--- config.mk ---
export PLATFORM = sky130hd
export DESIGN_NAME = usb_device_link_control
export DESIGN_NICKNAME = d
export VERILOG_FILES = /design/src/inc/usb_link_pkg.sv /design/src/rtl/usb_device_link_control.sv
export VERILOG_INCLUDE_DIRS = /design/src /design/src/inc
export SDC_FILE = /design/constraint.sdc
export NUM_CORES = 1
export LEC_CHECK = 0
export BUFFER_PORTS_ARGS = -buffer_cell sky130_fd_sc_hd__buf_2
export CAP_MARGIN = 20
export CORE_MARGIN = 2
export CORE_UTILIZATION = 59
export DETAILED_ROUTE_END_ITERATION = 7
export GPL_TIMING_DRIVEN = 0
export PLACE_DENSITY = 0.82
export SETUP_SLACK_MARGIN = 0.1
export SYNTH_ARGS = -nofsm -noshare
export SYNTH_HDL_FRONTEND = slang
export SYNTH_SLANG_ARGS = --single-unit
--- constraint.sdc ---
create_clock -name core_clk -period 5.55 [get_ports core_clk]
set_clock_uncertainty 0.2 [all_clocks]
set_input_delay 1.11 -clock core_clk [delete_from_list [all_inputs] [get_ports core_clk]]
set_output_delay 1.11 -clock core_clk [all_outputs]
set_load 0.02 [all_outputs]
--- src/inc/usb_link_defs.svh ---
// Purpose: constants of the USB device link control block.
// Assumes: one 125 MHz core clock and APB register access.
// Notes: offsets are word indices; the byte address is four times the index.
`ifndef USB_LINK_DEFS_SVH
`define USB_LINK_DEFS_SVH
`define CLK_MHZ 125
`define IDLE_TIME_MS 3
`define OFS_CTRL 6'h00
`define OFS_CFG 6'h01
`define OFS_STAT 6'h02
`define OFS_ADDR 6'h03
`define OFS_FRML 6'h04
`define OFS_FRMH 6'h05
`define OFS_EVT 6'h06
`define OFS_EVTEN 6'h07
`define OFS_ERR 6'h08
`define OFS_ERREN 6'h09
`define OFS_PIR 6'h0A
`define OFS_PIE 6'h0B
`define OFS_IPR 6'h0C
`define OFS_EP_BASE 6'h10
`define CTRL_ENABLE 3
`define CTRL_RESUME 2
`define CFG_PULLUP 4
`define CFG_FULLSPEED 2
`define EVT_SOF 6
`define EVT_IDLE 4
`define EVT_ERR 1
`define EVT_STALL 5
`define EVT_TRN 3
`define EVT_ACTV 2
`define EVT_RST 0
`define STAT_MASK 8'h7E
`define PIR_SUMMARY 2
`define EP_CONDIS 3
`define CTRL_MASK 8'h7E
`define CFG_MASK 8'hDF
`define ADDR_MASK 8'h7F
`define EVT_MASK 8'h7F
`define ERR_MASK 8'h9F
`define EP_MASK 8'h1F
`define PIR_MASK 8'h04
`endif

--- src/inc/usb_link_pkg.sv ---
// Purpose: types of the USB device link control block.
// Assumes: nothing beyond the defines header.
// Notes: events arrive as one-cycle pulses from the serial engine.
package usb_link_pkg;
  typedef struct packed {
    logic sof;
    logic stall_sent;
    logic trn_done;
    logic activity;
    logic bus_reset;
    logic [7:0] errors;
    logic [10:0] frame;
    logic [7:0] trn_status;
  } sie_evt_t;
  typedef struct packed {
    logic pullup_dp;
    logic pullup_dm;
    logic full_speed;
    logic resume_drive;
    logic suspended;
  } link_ctl_t;
endpackage : usb_link_pkg

--- src/rtl/usb_device_link_control.sv ---
// Purpose: register and event logic of a full/low-speed USB device link.
// Assumes: event pulses from the serial engine are on core_clk.
// Notes: data-line pins are synchronised before use.
//
// The implementer's own choices: the register offsets and the APB interface to the registers.
`include "usb_link_defs.svh"
`timescale 1ns/1ps
`default_nettype none
module usb_device_link_control #(
  parameter int unsigned IDLE_CYCLES = `IDLE_TIME_MS * 1000 * `CLK_MHZ
) (
  input wire logic core_clk,
  input wire logic rst_b,
  input wire logic ce,
  input wire logic psel,
  input wire logic penable,
  input wire logic pwrite,
  input wire logic [7:0] paddr,
  input wire logic [31:0] pwdata,
  output logic [31:0] prdata,
  output logic pready,
  output logic pslverr,
  input wire usb_link_pkg::sie_evt_t sie_evt,
  input wire logic dp_pin,
  input wire logic dm_pin,
  output logic pin_change,
  output usb_link_pkg::link_ctl_t link_ctl,
  output logic [6:0] bus_address,
  output logic [79:0] ep_ctrl,
  output logic link_irq,
  output logic link_irq_high
);

  // ****************************************************************
  // Register state.
  // ****************************************************************
  logic [7:0] ctrl_q, cfg_q, stat_q, addr_q, evt_q, evten_q, err_q;
  logic [7:0] erren_q, pir_q, pie_q, ipr_q;
  logic [10:0] frame_q;
  logic [4:0] ep_q [16];
  logic [19:0] idle_cnt_q;
  logic [1:0] dp_sync_q, dm_sync_q;
  logic dp_last_q, dm_last_q;
  logic [7:0] rd_data;
  logic [5:0] idx;
  logic wr_go, acc, ep_hit, mapped;
  logic [7:0] wdat, evt_set, err_set;
  logic idle_hit;
  logic pu_dp_q, pu_dm_q, fs_q, resume_q, susp_q;

  // Link control levels, each held in its own flop.
  assign link_ctl = {pu_dp_q, pu_dm_q, fs_q, resume_q, susp_q};
  assign idx = paddr[7:2];
  assign acc = psel && penable && pready;
  assign wr_go = acc && pwrite && mapped;
  assign wdat = pwdata[7:0];
  assign ep_hit = (idx[5:4] == 2'h1);

  // ****************************************************************
  // APB read decode.
  // ****************************************************************
  always_comb begin
    mapped = 1'b1;
    rd_data = 8'h00;
    case (idx)
      `OFS_CTRL: rd_data = ctrl_q;
      `OFS_CFG: rd_data = cfg_q;
      `OFS_STAT: rd_data = stat_q;
      `OFS_ADDR: rd_data = addr_q;
      `OFS_FRML: rd_data = frame_q[7:0];
      `OFS_FRMH: rd_data = {5'h00, frame_q[10:8]};
      `OFS_EVT: rd_data = evt_q;
      `OFS_EVTEN: rd_data = evten_q;
      `OFS_ERR: rd_data = err_q;
      `OFS_ERREN: rd_data = erren_q;
      `OFS_PIR: rd_data = pir_q;
      `OFS_PIE: rd_data = pie_q;
      `OFS_IPR: rd_data = ipr_q;
      default: begin
        if (ep_hit) begin
          rd_data = {3'h0, ep_q[idx[3:0]]};
        end else begin
          mapped = 1'b0;
        end
      end
    endcase
  end

  // One wait state: pready rises in the second access cycle.
  always_ff @(posedge core_clk or negedge rst_b) begin
    if (!rst_b) begin
      pready <= 1'b0;
      prdata <= 32'h0000_0000;
      pslverr <= 1'b0;
    end else if (ce) begin
      pready <= psel && penable && !pready;
      pslverr <= psel && penable && !pready && !mapped;
      prdata <= (psel && penable && !pready) ? {24'h00_0000, rd_data} : 32'h0000_0000;
    end
  end

  // ****************************************************************
  // Control, configuration and address.
  // ****************************************************************
  always_ff @(posedge core_clk or negedge rst_b) begin
    if (!rst_b) begin
      ctrl_q <= 8'h00;
      cfg_q <= 8'h00;
      ipr_q <= 8'h00;
      pie_q <= 8'h00;
      evten_q <= 8'h00;
      erren_q <= 8'h00;
    end else if (ce && wr_go) begin
      if (idx == `OFS_CTRL) ctrl_q <= wdat & `CTRL_MASK;
      if (idx == `OFS_CFG) cfg_q <= wdat & `CFG_MASK;
      if (idx == `OFS_IPR) ipr_q <= wdat & `PIR_MASK;
      if (idx == `OFS_PIE) pie_q <= wdat & `PIR_MASK;
      if (idx == `OFS_EVTEN) evten_q <= wdat & `EVT_MASK;
      if (idx == `OFS_ERREN) erren_q <= wdat & `ERR_MASK;
    end
  end

  // Bus reset takes priority over a software write of the address.
  always_ff @(posedge core_clk or negedge rst_b) begin
    if (!rst_b) begin
      addr_q <= 8'h00;
    end else if (ce) begin
      if (sie_evt.bus_reset) begin
        addr_q <= 8'h00;
      end else if (wr_go && idx == `OFS_ADDR) begin
        addr_q <= wdat & `ADDR_MASK;
      end
    end
  end

  // ****************************************************************
  // Endpoint control registers.
  // ****************************************************************
  generate
    for (genvar e = 0; e < 16; e++) begin : g_ep
      always_ff @(posedge core_clk or negedge rst_b) begin
        if (!rst_b) begin
          ep_q[e] <= 5'h00;
        end else if (ce) begin
          if (sie_evt.bus_reset && e != 0) begin
            ep_q[e] <= 5'h00;
          end else if (wr_go && ep_hit && idx[3:0] == 4'(e)) begin
            ep_q[e] <= wdat[4:0] & 5'(`EP_MASK);
            if (e == 0) ep_q[e][`EP_CONDIS] <= 1'b0;
          end
        end
      end
      assign ep_ctrl[e*5 +: 5] = ep_q[e];
    end
  endgenerate

  // ****************************************************************
  // Frame number, transaction status and idle detection.
  // ****************************************************************
  always_ff @(posedge core_clk or negedge rst_b) begin
    if (!rst_b) begin
      frame_q <= 11'h000;
      stat_q <= 8'h00;
    end else if (ce) begin
      if (sie_evt.sof) frame_q <= sie_evt.frame;
      if (sie_evt.trn_done) stat_q <= sie_evt.trn_status & `STAT_MASK;
    end
  end

  assign idle_hit = (idle_cnt_q == 20'(IDLE_CYCLES - 1));

  always_ff @(posedge core_clk or negedge rst_b) begin
    if (!rst_b) begin
      idle_cnt_q <= 20'h0_0000;
      susp_q <= 1'b0;
    end else if (ce) begin
      if (!ctrl_q[`CTRL_ENABLE] || sie_evt.sof || sie_evt.activity) begin
        idle_cnt_q <= 20'h0_0000;
        susp_q <= 1'b0;
      end else if (idle_hit) begin
        susp_q <= 1'b1;
      end else begin
        idle_cnt_q <= idle_cnt_q + 20'h0_0001;
      end
    end
  end

  // ****************************************************************
  // Event and error flags, write one to clear, set wins.
  // ****************************************************************
  assign err_set = sie_evt.errors & `ERR_MASK;
  assign evt_set = {1'b0, sie_evt.sof, sie_evt.stall_sent, idle_hit && !susp_q,
                    sie_evt.trn_done, sie_evt.activity, |(err_q & erren_q),
                    sie_evt.bus_reset};

  always_ff @(posedge core_clk or negedge rst_b) begin
    if (!rst_b) begin
      evt_q <= 8'h00;
      err_q <= 8'h00;
      pir_q <= 8'h00;
    end else if (ce) begin
      evt_q <= ((wr_go && idx == `OFS_EVT) ? evt_q & ~wdat : evt_q) | evt_set;
      err_q <= ((wr_go && idx == `OFS_ERR) ? err_q & ~wdat : err_q) | err_set;
      pir_q <= ((wr_go && idx == `OFS_PIR) ? pir_q & ~wdat : pir_q)
               | {5'h00, |(evt_q & evten_q), 2'h0};
    end
  end

  always_ff @(posedge core_clk or negedge rst_b) begin
    if (!rst_b) begin
      link_irq <= 1'b0;
      link_irq_high <= 1'b0;
    end else if (ce) begin
      link_irq <= pir_q[`PIR_SUMMARY] && pie_q[`PIR_SUMMARY];
      link_irq_high <= ipr_q[`PIR_SUMMARY];
    end
  end

  // ****************************************************************
  // Pins: pull-ups, resume and pin-change detection.
  // ****************************************************************
  always_ff @(posedge core_clk or negedge rst_b) begin
    if (!rst_b) begin
      pu_dp_q <= 1'b0;
      pu_dm_q <= 1'b0;
      fs_q <= 1'b0;
      resume_q <= 1'b0;
      bus_address <= 7'h00;
    end else if (ce) begin
      pu_dp_q <= cfg_q[`CFG_PULLUP] && cfg_q[`CFG_FULLSPEED];
      pu_dm_q <= cfg_q[`CFG_PULLUP] && !cfg_q[`CFG_FULLSPEED];
      fs_q <= cfg_q[`CFG_FULLSPEED];
      resume_q <= ctrl_q[`CTRL_RESUME] && ctrl_q[`CTRL_ENABLE];
      bus_address <= addr_q[6:0];
    end
  end

  always_ff @(posedge core_clk or negedge rst_b) begin
    if (!rst_b) begin
      dp_sync_q <= 2'b11;
      dm_sync_q <= 2'b11;
      dp_last_q <= 1'b1;
      dm_last_q <= 1'b1;
      pin_change <= 1'b0;
    end else if (ce) begin
      dp_sync_q <= {dp_sync_q[0], dp_pin};
      dm_sync_q <= {dm_sync_q[0], dm_pin};
      dp_last_q <= dp_sync_q[1];
      dm_last_q <= dm_sync_q[1];
      pin_change <= !ctrl_q[`CTRL_ENABLE]
                    && ((dp_last_q != dp_sync_q[1]) || (dm_last_q != dm_sync_q[1]));
    end
  end
endmodule : usb_device_link_control
`default_nettype wire

==> results by group, run 1 <==
Outcome
  • Status: finished, final reports clean

Placed design
  • Dpl ws: 1691 ps
  • Hpwl dp: 20480 um
  • GPL Wtd Cong: 0.9244
  • Port bufs: 149
  • Placed insts: ~1300

Yosys
  • Synth area leaders: dfrtp_1, mux2_2, mux4_2
  • Register area share after synthesis: 0.5228
  • Synth area leader: dfrtp_1
  • Cell area after synthesis: 0.009874 sq mm
  • Cells after synthesis: 877
  • Number of synthesized flops with an enable pin: 0
  • Cell variety after synth: ~70
  • Synth Area per Inst: 11.26 sq um
  • Synth top area share: 0.5068
  • Primary FF master, synth: dfrtp_1
  • Yosys reg bits: between 200 and 250
  • Async SR Flop Fraction: 1.000
  • Yosys warnings: 0

Global route
  • Antenna violations before repair: 1
  • Number of global-route vias before repair: 8007
  • Largest net degree at the start of global routing: 113
  • Total Routing Usage GR: 0.3353
  • GRT overflow: 0
  • First-pass GRT wire length: 45640 um

Finish
  • Area grow syn2layout: 19.26%
  • Layout Utilization: 0.7152
  • Layout cells sized above 1: 0.3181
  • Fin nets: around 1200
  • Non-filler cells, final: 1312

CTS
  • Later-pin clock latency in the skew report: 510 ps
  • Sink Count: 206
  • Post CTS Setup Buffer Count: 0
  • H-tree depth: 1
  • Post-cts resize count: 0
  • CTS Buf Count: 22
  • TritonCTS clock tree: done
  • Reg clk slew, reported paths: 60 ps
  • Hold buffers post-CTS: 0
  • CTS Buffer Depth: 3
  • Root buffer cell: clkbuf_16

Timing
  • RSZ-0062 raised after global routing: false
  • Fin. max-slew vios: 0
  • Fin crit share: 0.6099
  • Final min period: 3385 ps
  • Relative slew margins: 0.2218
  • Final worst setup slack: 2165 ps
  • Fin. Hold Viols: 0
  • Setup TNS: 0 ps
  • Setup violators final: 0
  • Max Freq: roughly 300 MHz
  • Worst-margin pin slew: 1151 ps

Hold path
  • Hold endpoint: prdata[5]$_DFFE_PN0P_
  • Hold Crit Depth: 1
  • Hold crit path type: reg2reg
  • Min-delay src: prdata[5]$_DFFE_PN0P_

Route
  • Drt wl/cell: 22.49 um
  • Remaining DRCs: 0
  • Via density: 6.370
  • Routed WL: 29500 um
  • DR pass1 iterations: 5
  • Post-route ant nets: 0
  • Vias: about 8400
  • Iter 0 DRT Violations: 837

Worst setup path
  • Required time worst endpoint: 5720 ps
  • Slowest CP cell: clkbuf_1
  • Worst R2R Start: pready$_DFFE_PN0P_
  • CP Capture Type: flip-flop
  • Critical path startpoint category: primary input
  • Critical path cell sequence: buf_2, buf_2, and2_1, clkbuf_1, nand3_1, clkbuf_1, nand3_1, o21ai_0
  • Reg2reg path depth: 5
  • Arr. time, crit path: 3550 ps
  • CP Class: in2reg
  • Critical-path maximum fanout: 10
  • Largest stage delay on the critical path: 510 ps
  • R2R setup slack: 3120 ps
  • R2r endpoint: ep_ctrl[44]$_DFFE_PN0P_

Pwr
  • Switching part of the total: 0.2418
  • Lkg Pwr: 5.581 nW
  • Gate power share: 0.083
  • Pwr dens: 286.1 mW/mm^2
  • Internal: ~2.6 mW
  • Flop pwr share: 0.464
  • Worst vdd ir: ~0.21 mV
  • Clock power frac: 0.453
  • P_sw: between 800 and 900 uW

Floorplan
  • # IOs: 209
  • Die span in y: between 100 and 150 um
  • Core Area: around 0.016 sq mm
  • Row count: 47
  • Die ar.: 0.01779 sq mm
  • DIE WIDTH: 133.4 um
  • Initial core utilization: 0.5997

Flow run
  • Max cap viols: 0
Yosys cell counts (3+ instances only):
| cell | count |
|---|---|
| o21ai_1 | 3 |
| a22o_1 | 16 |
| xor2_1 | 11 |
| nand2_1 | 60 |
| nand3_1 | 102 |
| and3_1 | 6 |
| a22oi_1 | 10 |
| a21boi_0 | 11 |
| nand4_1 | 6 |
| mux2i_1 | 17 |
| clkbuf_1 | 31 |
| nor4_1 | 7 |
| a21oi_1 | 12 |
| dfstp_2 | 6 |
| inv_1 | 9 |
| nor2b_1 | 8 |
| mux2_2 | 69 |
| o21ai_0 | 94 |
| dfrtp_1 | 200 |
| nand2b_1 | 11 |
| nor2_1 | 34 |
| buf_2 | 12 |
| a221oi_1 | 3 |
| buf_4 | 31 |
| nor3_1 | 8 |
| a211oi_1 | 5 |
| o211ai_1 | 3 |
| or3_1 | 5 |
| mux4_2 | 24 |
| buf_6 | 3 |
| a31oi_1 | 3 |
| xnor2_1 | 3 |
| o2bb2ai_1 | 5 |
area by class of cell:
class / count / area, sq um
tap: 220 / 275.3
clock inverter: 10 / 140.1
sequential: 206 / 5162
timing repair buffer: 150 / 783.3
inverter: 9 / 33.78
multi-input combinational: 605 / 4297
clock buffer: 30 / 610.6
buffer: 81 / 471.7
fill: 1167 / 4690
antenna: 1 / 2.502
how the worst max path moves through the flow:
stage	depth (start not counted)	from	to
4_1_cts	8	paddr[2]	addr_q[5]$_DFFE_PN0P_
5_1_grt	8	paddr[2]	addr_q[4]$_DFFE_PN0P_
3_3_place_gp	1	rst_b	ep_ctrl[52]$_DFFE_PN0P_
6_report	8	paddr[2]	addr_q[5]$_DFFE_PN0P_
2_1_floorplan	5	paddr[2]	ipr_q[2]$_DFFE_PN0P_
3_5_place_dp	8	paddr[2]	addr_q[4]$_DFFE_PN0P_
cell families after synthesis:
logic type / count (synthesis) / synth area share
AO/OA/AOI/OAI: 191 / 0.1263
XOR/XNOR: 14 / 0.01242
adder cells (fa/ha/maj): 1 / 0.001267
buffers and inverters: 90 / 0.05119
flip-flops: 206 / 0.5228
multiplexers: 110 / 0.1507
other: 1 / 0.0003798
AND/OR/NAND/NOR: 264 / 0.1349
flip-flops by register name (all words and copies together), names as in the netlist, 2 cells and up:
register,flops
dm_sync_q,2
ctrl_q,6
evten_q,7
pir_q,8
erren_q,6
stat_q,6
addr_q,7
frame_q,11
idle_cnt_q,20
cfg_q,7
prdata,8
bus_address,7
evt_q,8
dp_sync_q,2
err_q,8
ep_ctrl,79
worst max-delay path: cells and delay by family:
kind	cells	cell delay, ps
AO/OA/AOI/OAI	1	100
buffers and inverters	4	1630
AND/OR/NAND/NOR	3	700
per-layer routing:
metal | wire [um] | GRT usage | vias to the layer above
met1 | 11170 | 0.4528 | 4101
li1 | - | - | 3580
met2 | 13770 | 0.5241 | 571
met3 | 3198 | 0.07877 | 105
met5 | 0 | 0 | -
met4 | 1368 | 0.1501 | 0
cells in the final DEF (no fill, tap or decap), types with 4 or more instances in the layout:
cell       count
buf_4         31
dfrtp_1      200
a22oi_1       10
buf_2        160
a211oi_1       5
dfstp_2        6
a21boi_0      11
mux4_2        24
nor2b_1        8
nand4_1        6
mux2i_1       17
a22o_1        16
clkbuf_16     22
nand2b_1      11
nand2_1       60
clkbuf_1      36
conb_1        25
nor4_1         7
and3_1         6
clkbuf_8       4
nand3_1      102
or3_1          5
xor2_1        11
inv_1          9
nor2_1        34
a21oi_1       12
o2bb2ai_1      5
nor3_1         8
o21ai_0       94
mux2_2        69
clkinv_2       5
stage by stage:
step / total power [mW] / instance area (sq um) / hold slack (ps)
final: 3.369 / 11780 / 285.7
after global routing: 3.467 / 11770 / 310.4
after CTS: 3.373 / 11770 / 286.8
after detailed placement: 1.862 / 11020 / 272.5
after global placement: 1.855 / 10990 / 268.3
after floorplan: 1.744 / 9965 / 238.8
power by group through the flow:
| stage | Sequential [mW] | Combinational (mW) | Clock (mW) |
|---|---|---|---|
| 4_1_cts | 1.56 | 0.276 | 1.53 |
| 3_3_place_gp | 1.59 | 0.267 | 0 |
| 5_1_grt | 1.57 | 0.299 | 1.60 |
| 6_report | 1.56 | 0.280 | 1.53 |
| 3_5_place_dp | 1.59 | 0.273 | 0 |
| 2_1_floorplan | 1.59 | 0.157 | 0 |
Power figures use the tool's default switching activity.
==> run 2, diff against run 1 <==
Settings changed: ABC_AREA set to 1, CORE_UTILIZATION 59 to 50, PLACE_DENSITY 0.82 to 0.73.
Clock period 5.55 ns to 2.98 ns, I/O delays scaled along.
==> run 2 against run 1 <==
Net effect:
- wire length rose by 10%
- worst setup slack got worse by 1600 ps
- clock power rose by 90%
- sequential share of layout area fell by 2.5 points
- sequential power rose by 99%
- non-clock buffer count fell by 5
- cell area rose by 6.1%
- die area rose by 24%
- critical endpoint is now ep_ctrl[63]$_DFFE_PN0P_
==> results by group, run 2 <==
Yosys
  • Cell area after synthesis: 0.01047 sq mm (was 0.009874 sq mm)
  • Number of synthesized flops with an enable pin: 0 (unchanged)
  • Synth Area per Inst: 7.723 sq um (was 11.26 sq um)
  • Register area share after synthesis: 0.4930 (was 0.5228)
  • Yosys reg bits: 206 (unchanged)
  • Xor/xnor cell area share of the yosys netlist: 0.01004 (was 0.01242)
  • Synth area leaders: dfrtp_1, nand2_1, o21ai_0 (was dfrtp_1, mux2_2, mux4_2)
  • Simple-gate share of the synthesized area: 0.3184 (was 0.1349)
  • Synth top area share: 0.4779 (was 0.5068)
  • Adder-Cell Fraction of Synth Area: 0.001195 (was 0.001267)
  • Cell variety after synth: 39 (was 71)
  • Top cells by count, synth: nand2_1, dfrtp_1, o21ai_0 (was dfrtp_1, nand3_1, o21ai_0)
  • Synth area leader: dfrtp_1 (unchanged)
  • Compound-gate portion of the synthesized area: 0.08280 (was 0.1263)
  • Yosys warnings: 0 (unchanged)
  • Primary FF master, synth: dfrtp_1 (unchanged)
  • Largest family of logic cells by synthesized area: simple AND/OR/NAND/NOR gates (was multiplexers)
  • Most frequent cell after synthesis: nand2_1 (was dfrtp_1)
  • Post-synthesis mux area share: 0.01613 (was 0.1507)
  • Cells after synthesis: 1356 (was 877)
  • Async SR Flop Fraction: 1.000 (unchanged)

Global route
  • Antenna violations before repair: 3 (was 1)
  • Number of global-route vias before repair: 9365 (was 8007)
  • First-pass GRT wire length: 50850 um (was 45640 um)
  • Total Routing Usage GR: 0.2937 (was 0.3353)
  • Largest net degree at the start of global routing: 113 (unchanged)
  • GRT overflow: 0 (unchanged)

Worst setup path
  • Reg2reg path depth: 10 (was 5)
  • Bufs and invs on worst path: 3 (was 4)
  • CP Class: reg2reg (was in2reg)
  • Slowest CP cell: dfrtp_1 (was clkbuf_1)
  • R2r endpoint: ep_ctrl[63]$_DFFE_PN0P_ (was ep_ctrl[44]$_DFFE_PN0P_)
  • Critical-path maximum fanout: 10 (unchanged)
  • Largest stage delay on the critical path: 380 ps (was 510 ps)
  • CP top delay family: simple AND/OR/NAND/NOR gates (was buffers and inverters)
  • Critical Path Start: pready$_DFFE_PN0P_ (was paddr[2])
  • Critical path startpoint category: flip-flop (was primary input)
  • Arr. time, crit path: 2620 ps (was 3550 ps)
  • Worst R2R Start: pready$_DFFE_PN0P_ (unchanged)
  • Required time worst endpoint: 3150 ps (was 5720 ps)
  • CP Capture Type: flip-flop (unchanged)
  • Critical path cell sequence: nand2_1, nor2_1, inv_2, nor2_4, inv_2, nor2_4, buf_4, a31oi_2, nand2_1, o21ai_0 (was buf_2, buf_2, and2_1, clkbuf_1, nand3_1, clkbuf_1, nand3_1, o21ai_0)
  • R2R setup slack: 530 ps (was 3120 ps)

Placed design
  • Hpwl dp: 23560 um (was 20480 um)
  • GPL Wtd Cong: 0.9363 (was 0.9244)
  • Port bufs: 148 (was 149)
  • Placed insts: 1799 (was 1271)
  • Placed Area: 0.01168 sq mm (was 0.01102 sq mm)

Hold path
  • Hold crit path type: in2reg (was reg2reg)
  • Min-delay src: sie_evt[20] (was prdata[5]$_DFFE_PN0P_)
  • Hold endpoint: err_q[1]$_DFFE_PN0P_ (was prdata[5]$_DFFE_PN0P_)
  • Hold Crit Depth: 3 (was 1)

CTS
  • Root buffer cell: clkbuf_16 (unchanged)
  • CTS Buffer Depth: 3 (unchanged)
  • H-tree depth: 1 (unchanged)
  • Reg clk slew, reported paths: 60 ps (about the same)
  • Sink Count: 206 (unchanged)
  • Post CTS Setup Buffer Count: 0 (unchanged)
  • TritonCTS clock tree: done (unchanged)
  • Later-pin clock latency in the skew report: 510 ps (about the same)
  • CTS Buf Count: 24 (was 22)
  • Post-cts resize count: 0 (unchanged)

Route
  • Drt wl/cell: 17.61 um (was 22.49 um)
  • DR pass1 iterations: 5 (unchanged)
  • Via density: 5.420 (was 6.370)
  • Iter 0 DRT Violations: 1001 (was 837)
  • Routed WL: 32530 um (was 29500 um)
  • Remaining DRCs: 0 (unchanged)
  • Vias: 10010 (was 8357)
  • Post-route ant nets: 0 (unchanged)

Floorplan
  • Die span in y: 148.7 um (was 133.4 um)
  • # IOs: 209 (unchanged)
  • Initial core utilization: 0.5143 (was 0.5997)
  • Die ar.: 0.02212 sq mm (was 0.01779 sq mm)
  • Core Area: 0.02036 sq mm (was 0.01647 sq mm)
  • DIE WIDTH: 148.7 um (was 133.4 um)
  • Row count: 52 (was 47)

Timing
  • Fin. Hold Viols: 0 (unchanged)
  • Fin crit share: 0.8224
  • RSZ-0062 raised after global routing: false (unchanged)
  • Worst-margin pin slew: 943.9 ps (was 1151 ps)
  • Setup violators final: 0 (unchanged)
  • Fin. max-slew vios: 0 (unchanged)
  • Max Freq: 408.0 MHz
  • Setup TNS: 0 ps (unchanged)
  • Relative slew margins: 0.3678 (was 0.2218)
  • Final min period: between 2000 and 2500 ps

Pwr
  • Final Power: 6.901 mW (was 3.369 mW)
  • Worst vdd ir: 0.4353 mV (was 0.2094 mV)
  • Pwr dens: 552.5 mW/mm^2 (was 286.1 mW/mm^2)
  • Lkg Pwr: 6.569 nW (was 5.581 nW)

Finish
  • Largest register FFs: 79 (unchanged)
  • Layout Utilization: 0.6134 (was 0.7152)
  • Non-filler cells, final: 1847 (was 1312)
  • Most common cell after layout, fill and taps aside: nand2_1 (was dfrtp_1)
  • Area grow syn2layout: 19.27% (was 19.26%)
  • Layout cells sized above 1: 0.1970 (was 0.3181)
  • Most frequent cells in the layout: nand2_1, dfrtp_1, buf_2 (was dfrtp_1, buf_2, nand3_1)
  • Fin nets: 1637 (was 1156)
  • Design area: 0.01249 sq mm (was 0.01178 sq mm)

Outcome
  • Status: finished, final reports clean (unchanged)

Flow run
  • Max cap viols: 0 (unchanged)
-- run 2: worst max-delay path by stage --
stage / end / slack [ps] / depth (start not counted)
final: ep_ctrl[63]$_DFFE_PN0P_ / 530 / 10
after global routing: idle_cnt_q[16]$_DFFE_PN0P_ / 280 / 8
after global placement: pir_q[3]$_DFFE_PN0P_ / -2360 / 1
after floorplan: evt_q[6]$_DFFE_PN0P_ / 780 / 13
after detailed placement: ep_ctrl[37]$_DFFE_PN0P_ / 210 / 7
after CTS: idle_cnt_q[4]$_DFFE_PN0P_ / 550 / 7
-- run 2: power by group --
group | total, mW | internal (mW) | switching, mW | leakage [nW]
Clock | 2.90 | 1.76 | 1.14 | 0.404
Sequential | 3.11 | 2.97 | 0.141 | 2.69
Combinational | 0.888 | 0.272 | 0.616 | 3.48
Total | 6.90 | 5.00 | 1.90 | 6.57
-- run 2: stage by stage --
| stage | setup WS (ps) | hold slack (ps) |
|---|---|---|
| 2_1_floorplan | 783.6 | 100.4 |
| 6_report | 529.2 | 79.14 |
| 5_1_grt | 282.0 | 84.86 |
| 3_5_place_dp | 213.6 | 252.5 |
| 4_1_cts | 550.5 | 61.35 |
| 3_3_place_gp | -2359 | 250.1 |
-- run 2: timing repair --
item | 4_1_cts | 5_1_grt
hold buffers | 1 | 0
hold endpoints to repair | 93 | 0
setup endpoints to repair | 0 | 0
-- run 2: area by class of cell --
type | instances | area, sq um
Antenna cell | 3 | 7.507
Buffer | 76 | 442.9
Clock buffer | 34 | 719.4
Clock inverter | 10 | 75.07
Fill cell | 1932 | 7874
Inverter | 100 | 375.4
Multi-Input combinational cell | 998 | 4582
Sequential cell | 206 | 5162
Tap cell | 270 | 337.8
Timing Repair Buffer | 150 | 788.3
-- run 2: tightest hold or removal path, delay by kind of cell --
family	cells	cell delay [ps]
and+or+nand+nor	2	90
buffers and inverters	1	80
-- run 2: cell families after synthesis --
| kind of cell | after synthesis |
|---|---|
| buf+inv | 176 |
| mux | 15 |
| other cells | 1 |
| compound gates | 151 |
| flops | 206 |
| xor+xnor | 12 |
| fa+ha+maj | 1 |
| simple gates | 794 |
-- run 2: routing by layer --
| layer | vias up | GRT usage | wire [um] | part of all wire |
|---|---|---|---|---|
| met5 | - | 0 | 0 | 0 |
| met4 | 0 | 0.09619 | 1090 | 0.034 |
| met3 | 77 | 0.04571 | 2582 | 0.079 |
| met2 | 449 | 0.4493 | 14620 | 0.45 |
| met1 | 4783 | 0.4307 | 14240 | 0.44 |
| li1 | 4701 | - | - | - |
